## config.mk

```make
export PLATFORM = sky130hd
export DESIGN_NAME = serial_flash_boot_loader
export DESIGN_NICKNAME = d
export VERILOG_FILES = /design/src/boot_loader_pkg.sv /design/src/serial_flash_boot_loader.sv /design/src/word_buffer.sv
export VERILOG_INCLUDE_DIRS = /design/src
export SDC_FILE = /design/constraint.sdc
export NUM_CORES = 1
export LEC_CHECK = 0
export ABC_AREA = 1
export BUFFER_PORTS_ARGS = -buffer_cell sky130_fd_sc_hd__buf_4
export CORE_MARGIN = 8
export CORE_UTILIZATION = 45
export CTS_CLUSTER_SIZE = 16
export DETAILED_ROUTE_END_ITERATION = 8
export PLACE_DENSITY_LB_ADDON = 0.1
export REMOVE_ABC_BUFFERS = 1
export SLEW_MARGIN = 10
export SYNTH_ARGS = -nofsm -noshare
export SYNTH_HDL_FRONTEND = slang
export SYNTH_SLANG_ARGS = --single-unit
```

## constraint.sdc

```tcl
create_clock -name clk_sys -period 36.8 [get_ports clk_sys]
set_input_delay 7.36 -clock clk_sys [delete_from_list [all_inputs] [get_ports clk_sys]]
set_output_delay 7.36 -clock clk_sys [all_outputs]
set_load 0.05 [all_outputs]
```

## src/boot_loader_consts.svh

```systemverilog
`ifndef BOOT_LOADER_CONSTS_SVH
`define BOOT_LOADER_CONSTS_SVH

// ------------
// Clock and link timing
// ------------
`define CLK_SYS_MHZ 250
`define FLASH_SCK_MAX_MHZ 20
// Half period rounded up, so the flash clock never exceeds its limit
`define SCK_HALF_CYCLES \
    ((`CLK_SYS_MHZ + 2 * `FLASH_SCK_MAX_MHZ - 1) / (2 * `FLASH_SCK_MAX_MHZ))
`define WAKE_WAIT_US 30
`define WAKE_WAIT_CYCLES (`WAKE_WAIT_US * `CLK_SYS_MHZ)

// ------------
// Flash instructions and layout
// ------------
`define CMD_RELEASE_PD 8'hAB
`define CMD_READ_X1 8'h0B
`define CMD_READ_X2 8'h3B
`define CMD_READ_X4 8'h6B
`define READ_START_ADDR 24'h000000
`define READ_DUMMY 8'h00
`define WAKE_BITS 6'h08
`define READ_CMD_BITS 6'h28
`define FLASH_MBITS 16
`define LOAD_WORDS (`FLASH_MBITS * 1024 * 1024 / 32)

`endif

```

## src/boot_loader_pkg.sv

```systemverilog
`default_nettype none
package boot_loader_pkg;

    // ------------
    // Boot source strap
    // ------------
    typedef enum logic [1:0] {
        MODE_ACTIVE = 2'h0,
        MODE_PASSIVE = 2'h1,
        MODE_MASK_ROM = 2'h2,
        MODE_BOUNDARY_SCAN = 2'h3
    } boot_mode_t;

    // Data width as log2 of the lane count; 6 and 7 are illegal
    typedef enum logic [2:0] {
        W_X1 = 3'h0,
        W_X2 = 3'h1,
        W_X4 = 3'h2,
        W_X8 = 3'h3,
        W_X16 = 3'h4,
        W_X32 = 3'h5
    } bus_width_t;

    // ------------
    // Loader sequence
    // ------------
    typedef enum logic [8:0] {
        ST_IDLE = 9'h001,
        ST_WAKE = 9'h002,
        ST_WAIT = 9'h004,
        ST_READ_CMD = 9'h008,
        ST_STREAM = 9'h010,
        ST_PASSIVE = 9'h020,
        ST_ROM = 9'h040,
        ST_DONE = 9'h080,
        ST_ERROR = 9'h100
    } load_state_t;

endpackage
`default_nettype wire

```

## src/serial_flash_boot_loader.sv

```systemverilog
`default_nettype none
`include "boot_loader_consts.svh"
module serial_flash_boot_loader #(
    parameter int unsigned WAKE_WAIT_CYCLES = `WAKE_WAIT_CYCLES,
    parameter int unsigned LOAD_WORDS = `LOAD_WORDS,
    parameter int unsigned ROM_ADDR_W = 20
) (
    // Clock and reset
    input wire logic clk_sys,
    input wire logic sys_rst,
    // Configuration reset pin and boot straps
    input wire logic config_reset_low,
    input wire logic [1:0] boot_mode_pin,
    input wire logic [2:0] width_pin,
    input wire logic large_package_pin,
    // Flash link: io0 data out, io1 data in, io2 write-protect, io3 hold
    output logic flash_sclk,
    output logic flash_cs_low,
    output logic [3:0] flash_io_out,
    output logic [3:0] flash_io_oe_low,
    input wire logic [3:0] flash_io_in,
    // Passive link from an outside master
    input wire logic passive_clk,
    input wire logic passive_cs_low,
    input wire logic [31:0] passive_data,
    // Mask memory port
    output logic [ROM_ADDR_W-1:0] rom_addr,
    output logic rom_read,
    input wire logic [31:0] rom_data,
    // Configuration memory word stream
    output logic cfg_valid,
    input wire logic cfg_ready,
    output logic [31:0] cfg_data,
    // Status
    output logic loading,
    output logic load_done,
    output logic load_error,
    output logic user_mode_enable
);

    // ------------
    // State record
    // ------------
    typedef struct packed {
        boot_loader_pkg::load_state_t state;
        logic rst_s1;
        logic rst_s2;
        logic rst_prev;
        logic [5:0] strap_s1;
        logic [5:0] strap_s2;
        boot_loader_pkg::boot_mode_t mode;
        boot_loader_pkg::bus_width_t width;
        logic [3:0] io_s1;
        logic [3:0] io_s2;
        logic pclk_s1;
        logic pclk_s2;
        logic pclk_prev;
        logic pcs_s1;
        logic pcs_s2;
        logic [31:0] pdata_s1;
        logic [31:0] pdata_s2;
        logic [7:0] div;
        logic sclk;
        logic cs_low;
        logic [39:0] shreg;
        logic [5:0] bitcnt;
        logic [19:0] wait_cnt;
        logic [31:0] acc;
        logic [5:0] acc_bits;
        logic [23:0] words;
        logic word_valid;
        logic [31:0] word;
        logic [ROM_ADDR_W-1:0] rom_addr;
        logic rom_read;
        logic done;
        logic error;
    } regs_t;

    regs_t r;
    regs_t next_r;
    logic buf_in_ready;
    logic buf_empty;
    logic active_run;
    logic start_edge;
    logic stall;
    logic tick;
    logic rise;
    logic fall;
    logic sample;
    logic push;
    logic [31:0] din;
    logic [31:0] acc_new;
    logic [2:0] w;
    logic [5:0] nb;
    logic [6:0] fill;

    // ------------
    // Lane packing
    // ------------
    // First received lanes end up in the most significant bits
    function automatic logic [31:0] shift_in(input logic [31:0] acc,
                                             input logic [31:0] d,
                                             input logic [2:0] lanes);
        logic [31:0] res;
        res = d;
        case (lanes)
            boot_loader_pkg::W_X1: res = {acc[30:0], d[0]};
            boot_loader_pkg::W_X2: res = {acc[29:0], d[1:0]};
            boot_loader_pkg::W_X4: res = {acc[27:0], d[3:0]};
            boot_loader_pkg::W_X8: res = {acc[23:0], d[7:0]};
            boot_loader_pkg::W_X16: res = {acc[15:0], d[15:0]};
            default: res = d;
        endcase
        return res;
    endfunction

    // ------------
    // Sequencer
    // ------------
    // Reset pin, straps, flash and passive inputs pass two flops (rom_data and cfg_ready do not); only the second stage and its delayed copy are decoded
    always_comb
    begin
        next_r = r;
        tick = 1'b0;
        rise = 1'b0;
        fall = 1'b0;
        sample = 1'b0;
        push = 1'b0;
        din = 32'h0;
        acc_new = r.acc;
        w = r.width;
        nb = 6'h00;
        fill = 7'h00;
        next_r.rst_s1 = config_reset_low;
        next_r.rst_s2 = r.rst_s1;
        next_r.rst_prev = r.rst_s2;
        next_r.strap_s1 = {large_package_pin, width_pin, boot_mode_pin};
        next_r.strap_s2 = r.strap_s1;
        next_r.io_s1 = flash_io_in;
        next_r.io_s2 = r.io_s1;
        next_r.pclk_s1 = passive_clk;
        next_r.pclk_s2 = r.pclk_s1;
        next_r.pclk_prev = r.pclk_s2;
        next_r.pcs_s1 = passive_cs_low;
        next_r.pcs_s2 = r.pcs_s1;
        next_r.pdata_s1 = passive_data;
        next_r.pdata_s2 = r.pdata_s1;
        start_edge = r.rst_s2 && !r.rst_prev;
        stall = r.word_valid && !buf_in_ready;
        if (buf_in_ready)
        begin
            next_r.word_valid = 1'b0;
        end
        next_r.rom_read = 1'b0;

        // Local flash clock; frozen on a full buffer and while deselected
        if (active_run && !stall && r.state != boot_loader_pkg::ST_WAIT)
        begin
            if (r.div == 8'(`SCK_HALF_CYCLES - 1))
            begin
                next_r.div = 8'h00;
                tick = 1'b1;
                next_r.sclk = ~r.sclk;
                rise = !r.sclk;
                fall = r.sclk;
            end
            else
            begin
                next_r.div = r.div + 8'h01;
            end
        end
        else if (!active_run)
        begin
            next_r.div = 8'h00;
        end

        unique case (r.state)
            boot_loader_pkg::ST_IDLE:
            begin
                if (start_edge)
                begin
                    next_r.mode = boot_loader_pkg::boot_mode_t'(r.strap_s2[1:0]);
                    next_r.width = boot_loader_pkg::bus_width_t'(r.strap_s2[4:2]);
                    next_r.words = 24'h000000;
                    next_r.acc = 32'h0;
                    next_r.acc_bits = 6'h00;
                    next_r.done = 1'b0;
                    next_r.error = 1'b0;
                    unique case (boot_loader_pkg::boot_mode_t'(r.strap_s2[1:0]))
                        boot_loader_pkg::MODE_ACTIVE:
                        begin
                            // Active x1 on the large package, or active wider than x4
                            if (r.strap_s2[4:2] > 3'h2 ||
                                (r.strap_s2[5] && r.strap_s2[4:2] == 3'h0))
                            begin
                                next_r.state = boot_loader_pkg::ST_ERROR;
                                next_r.error = 1'b1;
                            end
                            else
                            begin
                                next_r.state = boot_loader_pkg::ST_WAKE;
                                next_r.shreg = {`CMD_RELEASE_PD, 32'h0};
                                next_r.bitcnt = `WAKE_BITS;
                                next_r.cs_low = 1'b0;
                                next_r.sclk = 1'b0;
                            end
                        end
                        boot_loader_pkg::MODE_PASSIVE:
                            next_r.state = boot_loader_pkg::ST_PASSIVE;
                        boot_loader_pkg::MODE_MASK_ROM:
                            next_r.state = boot_loader_pkg::ST_ROM;
                        boot_loader_pkg::MODE_BOUNDARY_SCAN:
                            // Scan chain configures the device; loader idles
                            next_r.state = boot_loader_pkg::ST_IDLE;
                    endcase
                end
            end
            boot_loader_pkg::ST_WAKE:
            begin
                if (rise)
                begin
                    next_r.bitcnt = r.bitcnt - 6'h01;
                end
                if (fall)
                begin
                    next_r.shreg = {r.shreg[38:0], 1'b0};
                    if (r.bitcnt == 6'h00)
                    begin
                        next_r.cs_low = 1'b1;
                        next_r.wait_cnt = 20'h00000;
                        next_r.state = boot_loader_pkg::ST_WAIT;
                    end
                end
            end
            boot_loader_pkg::ST_WAIT:
            begin
                // Flash needs this long to leave deep power-down
                if (r.wait_cnt == 20'(WAKE_WAIT_CYCLES - 1))
                begin
                    next_r.state = boot_loader_pkg::ST_READ_CMD;
                    next_r.cs_low = 1'b0;
                    next_r.bitcnt = `READ_CMD_BITS;
                    unique case (r.width)
                        boot_loader_pkg::W_X2:
                            next_r.shreg = {`CMD_READ_X2, `READ_START_ADDR,
                                            `READ_DUMMY};
                        boot_loader_pkg::W_X4:
                            next_r.shreg = {`CMD_READ_X4, `READ_START_ADDR,
                                            `READ_DUMMY};
                        default:
                            next_r.shreg = {`CMD_READ_X1, `READ_START_ADDR,
                                            `READ_DUMMY};
                    endcase
                end
                else
                begin
                    next_r.wait_cnt = r.wait_cnt + 20'h00001;
                end
            end
            boot_loader_pkg::ST_READ_CMD:
            begin
                if (rise)
                begin
                    next_r.bitcnt = r.bitcnt - 6'h01;
                end
                if (fall)
                begin
                    next_r.shreg = {r.shreg[38:0], 1'b0};
                    if (r.bitcnt == 6'h00)
                    begin
                        next_r.state = boot_loader_pkg::ST_STREAM;
                    end
                end
            end
            boot_loader_pkg::ST_STREAM:
            begin
                // Flash launches on the falling edge; catch on the rising one
                sample = rise;
                din = (r.width == boot_loader_pkg::W_X1) ?
                      {31'h0, r.io_s2[1]} : {28'h0, r.io_s2};
            end
            boot_loader_pkg::ST_PASSIVE:
            begin
                // Outside clock is sampled; it cannot be stalled
                sample = r.pclk_s2 && !r.pclk_prev && !r.pcs_s2;
                din = r.pdata_s2;
            end
            boot_loader_pkg::ST_ROM:
            begin
                if (r.rom_read)
                begin
                    acc_new = rom_data;
                    push = 1'b1;
                end
                else if (!r.word_valid)
                begin
                    next_r.rom_read = 1'b1;
                    next_r.rom_addr = ROM_ADDR_W'(r.words);
                end
            end
            boot_loader_pkg::ST_DONE:
            begin
                next_r.cs_low = 1'b1;
            end
            boot_loader_pkg::ST_ERROR:
            begin
                next_r.cs_low = 1'b1;
                next_r.error = 1'b1;
            end
            default:
                next_r.state = boot_loader_pkg::ST_ERROR;
        endcase

        // Gather lanes into 32-bit words
        if (sample)
        begin
            nb = 6'h01 << w;
            acc_new = shift_in(r.acc, din, w);
            fill = {1'b0, r.acc_bits} + {1'b0, nb};
            if (fill == 7'h20)
            begin
                push = 1'b1;
                next_r.acc = 32'h0;
                next_r.acc_bits = 6'h00;
            end
            else
            begin
                next_r.acc = acc_new;
                next_r.acc_bits = fill[5:0];
            end
        end

        // Hand a word over; a passive word meeting a full buffer is lost
        if (push)
        begin
            if (stall)
            begin
                next_r.state = boot_loader_pkg::ST_ERROR;
                next_r.error = 1'b1;
            end
            else
            begin
                next_r.word = acc_new;
                next_r.word_valid = 1'b1;
                next_r.words = r.words + 24'h000001;
                if (r.words == 24'(LOAD_WORDS - 1))
                begin
                    next_r.state = boot_loader_pkg::ST_DONE;
                    next_r.done = 1'b1;
                    next_r.cs_low = 1'b1;
                    next_r.sclk = 1'b0;
                end
            end
        end

        // Holding the pin low aborts and rearms the loader
        if (!r.rst_s2)
        begin
            next_r.state = boot_loader_pkg::ST_IDLE;
            next_r.cs_low = 1'b1;
            next_r.sclk = 1'b0;
            next_r.done = 1'b0;
            next_r.error = 1'b0;
            next_r.word_valid = 1'b0;
            next_r.rom_read = 1'b0;
        end
    end

    // Register the record
    always_ff @(posedge clk_sys or posedge sys_rst)
    begin
        if (sys_rst)
        begin
            r <= '0;
            r.state <= boot_loader_pkg::ST_IDLE;
            r.cs_low <= 1'b1;
        end
        else
        begin
            r <= next_r;
        end
    end

    // ------------
    // Stream buffer
    // ------------
    word_buffer #(
        .WIDTH(32),
        .DEPTH(2)
    ) u_word_buffer (
        .clk_sys(clk_sys),
        .sys_rst(sys_rst),
        .in_valid(r.word_valid),
        .in_ready(buf_in_ready),
        .in_data(r.word),
        .out_valid(cfg_valid),
        .out_ready(cfg_ready),
        .out_data(cfg_data),
        .empty(buf_empty)
    );

    // ------------
    // Pins and status
    // ------------
    assign active_run = (r.state == boot_loader_pkg::ST_WAKE) ||
                        (r.state == boot_loader_pkg::ST_WAIT) ||
                        (r.state == boot_loader_pkg::ST_READ_CMD) ||
                        (r.state == boot_loader_pkg::ST_STREAM);
    assign flash_sclk = r.sclk;
    assign flash_cs_low = r.cs_low;
    // Protect and hold sit high so reads are never paused
    assign flash_io_out = {2'b11, 1'b0, r.shreg[39]};
    // io0 is released for dual and quad data; io2/io3 only for quad
    assign flash_io_oe_low[0] = !(active_run &&
        !(r.state == boot_loader_pkg::ST_STREAM &&
          r.width != boot_loader_pkg::W_X1));
    assign flash_io_oe_low[1] = 1'b1;
    assign flash_io_oe_low[2] = !(active_run &&
        !(r.state == boot_loader_pkg::ST_STREAM &&
          r.width == boot_loader_pkg::W_X4));
    assign flash_io_oe_low[3] = flash_io_oe_low[2];
    assign rom_addr = r.rom_addr;
    assign rom_read = r.rom_read;
    assign loading = !(r.state == boot_loader_pkg::ST_IDLE ||
                       r.state == boot_loader_pkg::ST_DONE ||
                       r.state == boot_loader_pkg::ST_ERROR);
    assign load_done = r.done;
    assign load_error = r.error;
    // User logic waits until the last word has left the buffer
    assign user_mode_enable = r.done && buf_empty && !r.word_valid;

endmodule
`default_nettype wire

```

## src/word_buffer.sv

```systemverilog
`default_nettype none
module word_buffer #(
    parameter int unsigned WIDTH = 32,
    parameter int unsigned DEPTH = 2
) (
    // Clock and reset
    input wire logic clk_sys,
    input wire logic sys_rst,
    // Filling side
    input wire logic in_valid,
    output logic in_ready,
    input wire logic [WIDTH-1:0] in_data,
    // Draining side
    output logic out_valid,
    input wire logic out_ready,
    output logic [WIDTH-1:0] out_data,
    output logic empty
);
    localparam int unsigned AW = (DEPTH > 1) ? $clog2(DEPTH) : 1;

    // ------------
    // State record
    // ------------
    typedef struct packed {
        logic [DEPTH-1:0][WIDTH-1:0] mem;
        logic [AW-1:0] wr;
        logic [AW-1:0] rd;
        logic [AW:0] count;
    } buf_regs_t;

    buf_regs_t r;
    buf_regs_t next_r;
    logic do_wr;
    logic do_rd;

    // Full and empty come straight from the count, never guessed
    assign in_ready = (r.count != (AW + 1)'(DEPTH));
    assign out_valid = (r.count != '0);
    assign empty = ~out_valid;
    assign out_data = r.mem[r.rd];

    // Pointers wrap explicitly so a depth that is not a power of two works
    always_comb
    begin
        next_r = r;
        do_wr = in_valid && in_ready;
        do_rd = out_valid && out_ready;
        if (do_wr)
        begin
            next_r.mem[r.wr] = in_data;
            next_r.wr = (r.wr == AW'(DEPTH - 1)) ? '0 : r.wr + 1'b1;
        end
        if (do_rd)
        begin
            next_r.rd = (r.rd == AW'(DEPTH - 1)) ? '0 : r.rd + 1'b1;
        end
        if (do_wr && !do_rd)
        begin
            next_r.count = r.count + 1'b1;
        end
        else if (do_rd && !do_wr)
        begin
            next_r.count = r.count - 1'b1;
        end
    end

    // Register the record
    always_ff @(posedge clk_sys or posedge sys_rst)
    begin
        if (sys_rst)
        begin
            r <= '0;
        end
        else
        begin
            r <= next_r;
        end
    end

endmodule
`default_nettype wire

```

* After elaboration in Yosys (flattened, before gate mapping)
Cells that the tools add are included.
** Storage, ports and cells
- Memories :: 0
- ROM bits :: 0
- Bits of input ports :: 80
- Bits in writable memories :: 0
- Latch bits :: 0
- Logic and storage cells :: 227
- Output and inout bits :: 68
- Flip-flop bits (word level) :: 366
** Operators by class
- Multipliers :: 0
- Divide/modulo/power cells :: 0
- Shift operators :: 1
- Reductions and logical operators :: 58
- Order comparisons :: 4
- Bitwise operators :: 5
- Add/subtract/negate cells :: 9
- Equal/unequal tests :: 31
- Muxes and demuxes :: 83
** Operators with widths (count)
- 32-bit 2-to-1 mux :: 6
- 46-bit case mux with 4 select lines :: 1
- 32-bit case mux with 5 select lines :: 1
- 48-bit 2-to-1 mux :: 3
- 62-bit 2-to-1 mux :: 2
- 57-bit 2-to-1 mux :: 2
- 9-bit 2-to-1 mux :: 11
- 39-bit case mux with 2 select lines :: 1
- 38-bit 2-to-1 mux :: 2
- 64-bit bitwise mux :: 1
- 32-bit case mux with 2 select lines :: 1
- 20-bit 2-to-1 mux :: 3
- 47-bit 2-to-1 mux :: 1
- 9-bit case mux with 5 select lines :: 1
- 41-bit 2-to-1 mux :: 1
- 40-bit 2-to-1 mux :: 1
- 20-bit case mux with 2 select lines :: 1
- 9-bit case mux with 4 select lines :: 1
- 32-bit demux with 1-bit select :: 1
- 1-bit 2-to-1 mux :: 25
- 24-bit by 1-bit adder with 24-bit output, second input constant :: 1
- 24-bit by 19-bit == test with 1-bit output, second input constant :: 1
- 8-bit 2-to-1 mux :: 3
- 20-bit by 1-bit adder with 20-bit output, second input constant :: 1
- other kinds (53) :: 119

* Depth between registers and ports, before layout
- Word-level depth :: 15
- Depth in mapped cells :: 19
- Depth with buffers taken out :: 18

* Cells and area by module
Synthesis repeated with hierarchy kept, for this count alone.
** Second synthesis, totals
- Cells, all modules :: 2051
- Area total of the unflattened synthesis :: 17551.8 sq um
** By module, submodules not included
- serial_flash_boot_loader :: area an instance 14264.9 sq um, seq. area each 7434.6 sq um, instances 1, cells an instance 1633
- word_buffer :: area an instance 3286.9 sq um, seq. area each 1701.6 sq um, instances 1, cells an instance 418

* Worst setup path after synthesis
Ideal clock, no wire load.
- Kind :: register to output
- From :: reg r (netlist bit w[2])
- To :: out flash_io_oe_low[3]
- Buffers on the path :: 2
- Arrival time :: 2.417 ns
- Slack :: 27.023 ns
- Required time :: 29.440 ns
- Cell stages (with the launch flop) :: 6
- Cells stage by stage :: dfrtp_1 inv_1 nand3_1 clkbuf_1 o21ai_0 buf_4
** On the way
- Word-level cells in the longest chain between the ends :: 5
** Ends and longest elaborated chain
- start: declaration :: RTL line serial_flash_boot_loader.sv:79 : regs_t r;
- start signal: assignment :: RTL line serial_flash_boot_loader.sv:380 : r <= next_r;
- 3-bit by 2-bit == test with 1-bit output :: RTL line serial_flash_boot_loader.sv:420 : r.width == boot_loader_pkg::W_X4));
- 1-bit logical AND :: RTL line serial_flash_boot_loader.sv:419 : !(r.state == boot_loader_pkg::ST_STREAM &&
- 1-bit zero test :: RTL line serial_flash_boot_loader.sv:419
- 1-bit logical AND :: RTL line serial_flash_boot_loader.sv:418 : assign flash_io_oe_low[2] = !(active_run &&
- 1-bit zero test :: RTL line serial_flash_boot_loader.sv:418
- end: declaration :: RTL line serial_flash_boot_loader.sv:20 : output logic [3:0] flash_io_oe_low,
Every way passes these cells.

* Worst setup path after layout
- From :: reg r (netlist bit w[2])
- To :: out flash_io_oe_low[0]
** On the way
- Word-level cells in the longest chain between the ends :: 5
** Ends and longest elaborated chain
- 3-bit nonzero test :: RTL line serial_flash_boot_loader.sv:416 : r.width != boot_loader_pkg::W_X1));
- 1-bit logical AND :: RTL line serial_flash_boot_loader.sv:415 : !(r.state == boot_loader_pkg::ST_STREAM &&
- 1-bit zero test :: RTL line serial_flash_boot_loader.sv:415
- 1-bit logical AND :: RTL line serial_flash_boot_loader.sv:414 : assign flash_io_oe_low[0] = !(active_run &&
- 1-bit zero test :: RTL line serial_flash_boot_loader.sv:414
Every way passes these cells.

==> results.md <==
- Routed WL: 44000 um
- WS Path Type: register to primary output
- CTS sink cnt: 365
- Final Hold Viols: 0
- Max-cap violations: 0
- H-tree depth: 2
- Largest net degree at the start of global routing: 173
- CP cell instances: inv_1, nand2_1, buf_4, nand3_1, nand2_1, buf_4
- Register area share after synthesis: 0.538
- Setup-failing EPs final: 0
- Worst path required time: 29.44 ns
- Critical Path Sink Type: primary output
- Clk Latency, worst-skew pair: 0.54 ns
- Leak: 9.34 nW
- N_diodes: 0
- Initial antenna violation count: 0
- Syn avg cell area: 8.61 sq um
- Layout Nets: 2161
- Synth warnings: 0
- Worst path max stage delay: 0.61 ns
- Post-synthesis compound-gate area fraction: 0.150
- CTS tree: done
- DRC violations left: 0
- Power Dens Cells: 48.3 nW/um^2
- Tcrit/Tclk final: 0.263
- Hold path depth: 0
- VDD IR max: 30.9 uV
- Via count: 13600
- Fmax: 103 MHz
- Setup_tns: 0 ns
- Simple-gate share of the synthesized area: 0.196
- I/O Pins: 148
- Placement row count: 71
- Placer Congestion: 0.898
- Grt ovf: 0
- Port buffer count: 143
- HP Class: register to register
- Async SR Flop Fraction: 1.00
- Number of enable flip-flop cells after synthesis: 0
- Period minus WS final: 9.69 ns
- Slowest cell on crit path: dfrtp_1
- Most common cell after layout, fill and taps aside: nand2_1
- Die height: 210 um
- DRT iter0 DRCs: 1087
- Outcome: completed
- Core Area: 37400 sq um
- Worst reg-to-reg path cell count: 15
- Hold_buf cts: 0
- Chip width: 210 um
- Placed wire-length estimate: 30000 um
- Initial Utilization: 0.454
- Multiplexer area fraction after synthesis: 0.000663
- Slew headroom: 0.279
- Routed vias/inst: 5.22
- Vias in the first global route: 13600
- Slew Limit Fails: 0
- Clock-pin slew on the worst setup and hold paths: 0.06 ns
- Final Non-Filler Cells: 2605
- Adder and majority gate portion of the synthesized area: 0.0122
- TritonCTS Buffers: 41
- WP data arrival: 2.33 ns
- Fraction of layout cells with a size suffix above 1: 0.146
- DIE AREA: 44200 sq um
- CP Max Fanout: 26
- Inst Count DP: 2533
- Post-CTS resize count: 0
- Commonest cells after routing, fill and taps aside: 525 x nand2_1, 363 x dfrtp_1, 216 x inv_1, 179 x o21ai_0, 153 x buf_4
- Cells after Synth: 1972
- Drt wl/cell: 16.9 um
- Post-synthesis xor/xnor area fraction: 0.0150
- Postcts setup bufs: 0
- Area grow syn2layout: 15.8%
- CTS Root Cell: clkbuf_16
- #FFs+latches synth: 365
- Placed Instance Area: 18200 sq um
- Critical path depth: 6
- CP delay by family, top: buffers and inverters
- Clock Tree Buf Depth: 3
- ANT nets after route: 0
- Final Cell Area: 19700 sq um
- Worst setup SP type: register
- Total power: 0.950 mW
- All-layer global routing usage: 0.197
- Top FF cell, synth: dfrtp_1
- Buf+Inv Stages, Crit Path: 3
- Largest family of logic cells by synthesized area: simple AND/OR/NAND/NOR gates
- RSZ-0062 raised after global routing: no
- 1st-pass router iterations: 5
- Worst Tran Pin Value: 1.07 ns
- Synth Cell Area: 17000 sq um
- Global-route wire length before repair: 71700 um
- Count of different cell masters after synthesis: 57
- Layout Skew: 0.0137 ns
## kinds of logic after synthesis
logic type,Yosys count
fa+ha+maj,16
xor+xnor,29
mux,1
simple gates,790
flops,365
other cells,2
buf+inv,339
compound gates,430
## layout make-up
| cell class | count | area (sq um) |
|---|---|---|
| Timing Repair Buffer | 154 | 1170 |
| Clock inverter | 19 | 307 |
| Multi-Input combinational cell | 1270 | 6370 |
| Clock buffer | 53 | 1150 |
| Sequential cell | 365 | 9140 |
| Inverter | 233 | 887 |
| Fill cell | 3485 | 17700 |
| Tap cell | 511 | 639 |
## power by group
| group | leakage (nW) | internal [mW] | switching [mW] |
|---|---|---|---|
| logic | 3.96 | 0.0220 | 0.0709 |
| registers | 4.67 | 0.411 | 0.00652 |
| clock network | 0.712 | 0.276 | 0.164 |
| total | 9.34 | 0.709 | 0.241 |
## worst paths after layout
kind / startpoint / endpoint / slack [ns]
max reg2reg: w[2]$_DFFE_PP0P_ / r[33]$_DFFE_PP0P_ / 32.15
min in group asynchronous: sys_rst / u_word_buffer.r[6]$_DFFE_PP0P_ / 6.98
min reg2reg: next_r[225]$_DFF_PP0_ / r[225]$_DFF_PP0_ / 0.34
max in group asynchronous: sys_rst / next_r[211]$_DFF_PP0_ / 28.36
min: next_r[225]$_DFF_PP0_ / r[225]$_DFF_PP0_ / 0.34
max: w[2]$_DFFE_PP0P_ / flash_io_oe_low[0] / 27.11
## cell usage after synthesis, types with 19 or more instances
library cell / number / area share
inv_1: 217 / 0.048
buf_4: 32 / 0.014
dfrtp_1: 363 / 0.54
o22ai_1: 135 / 0.050
clkbuf_1: 42 / 0.0093
buf_2: 22 / 0.0065
nand4_1: 19 / 0.0070
nor2_1: 117 / 0.026
nand2_1: 526 / 0.12
nand3_1: 65 / 0.019
o21ai_0: 179 / 0.053
a21oi_2: 20 / 0.010
a21oi_1: 33 / 0.0097
xor2_1: 23 / 0.012
## stage by stage
| stage | hold slack (ns) | util | setup slack, ns |
|---|---|---|---|
| after floorplan | 0.331 | - | 19.31 |
| after global placement | 0.332 | 0.487 | 27.71 |
| after detailed placement | 0.335 | 0.487 | 27.64 |
| after CTS | 0.347 | 0.526 | 27.06 |
| after global routing | 0.351 | 0.526 | 26.89 |
| final | 0.344 | 0.526 | 27.11 |
## layer usage
| layer | part of all wire | vias up | wire (um) | track usage |
|---|---|---|---|---|
| li1 | - | 6630 | - | - |
| met1 | 0.45 | 6550 | 20000 | 0.264 |
| met2 | 0.47 | 341 | 20700 | 0.327 |
| met3 | 0.049 | 73 | 2170 | 0.0315 |
| met4 | 0.026 | 0 | 1160 | 0.0622 |
| met5 | 0 | - | 0 | 0 |
## worst reg2reg max path, stage by stage (launching register included)
cell	delay (ns)
dfrtp_1	0.61
nor2_1	0.14
nand2_1	0.78
inv_1	0.41
fa_1	0.54
xor2_1	0.19
nor2_1	0.10
nand2_1	0.07
nor2_1	0.10
nand3_1	0.10
nor2_2	0.17
nand2_2	0.09
nand2_4	0.29
nand2_4	0.49
nor2_1	0.40
a21oi_2	0.04
## flip-flops by register name (all words and copies together) (netlist names)
register and flops:
r 221, u_word_buffer.r 68, next_r 47, rom_addr 20, w 3, flash_cs_low 1, flash_io_out 1, flash_sclk 1
load_done 1, load_error 1, rom_read 1
(Power assumes the default switching activity.)
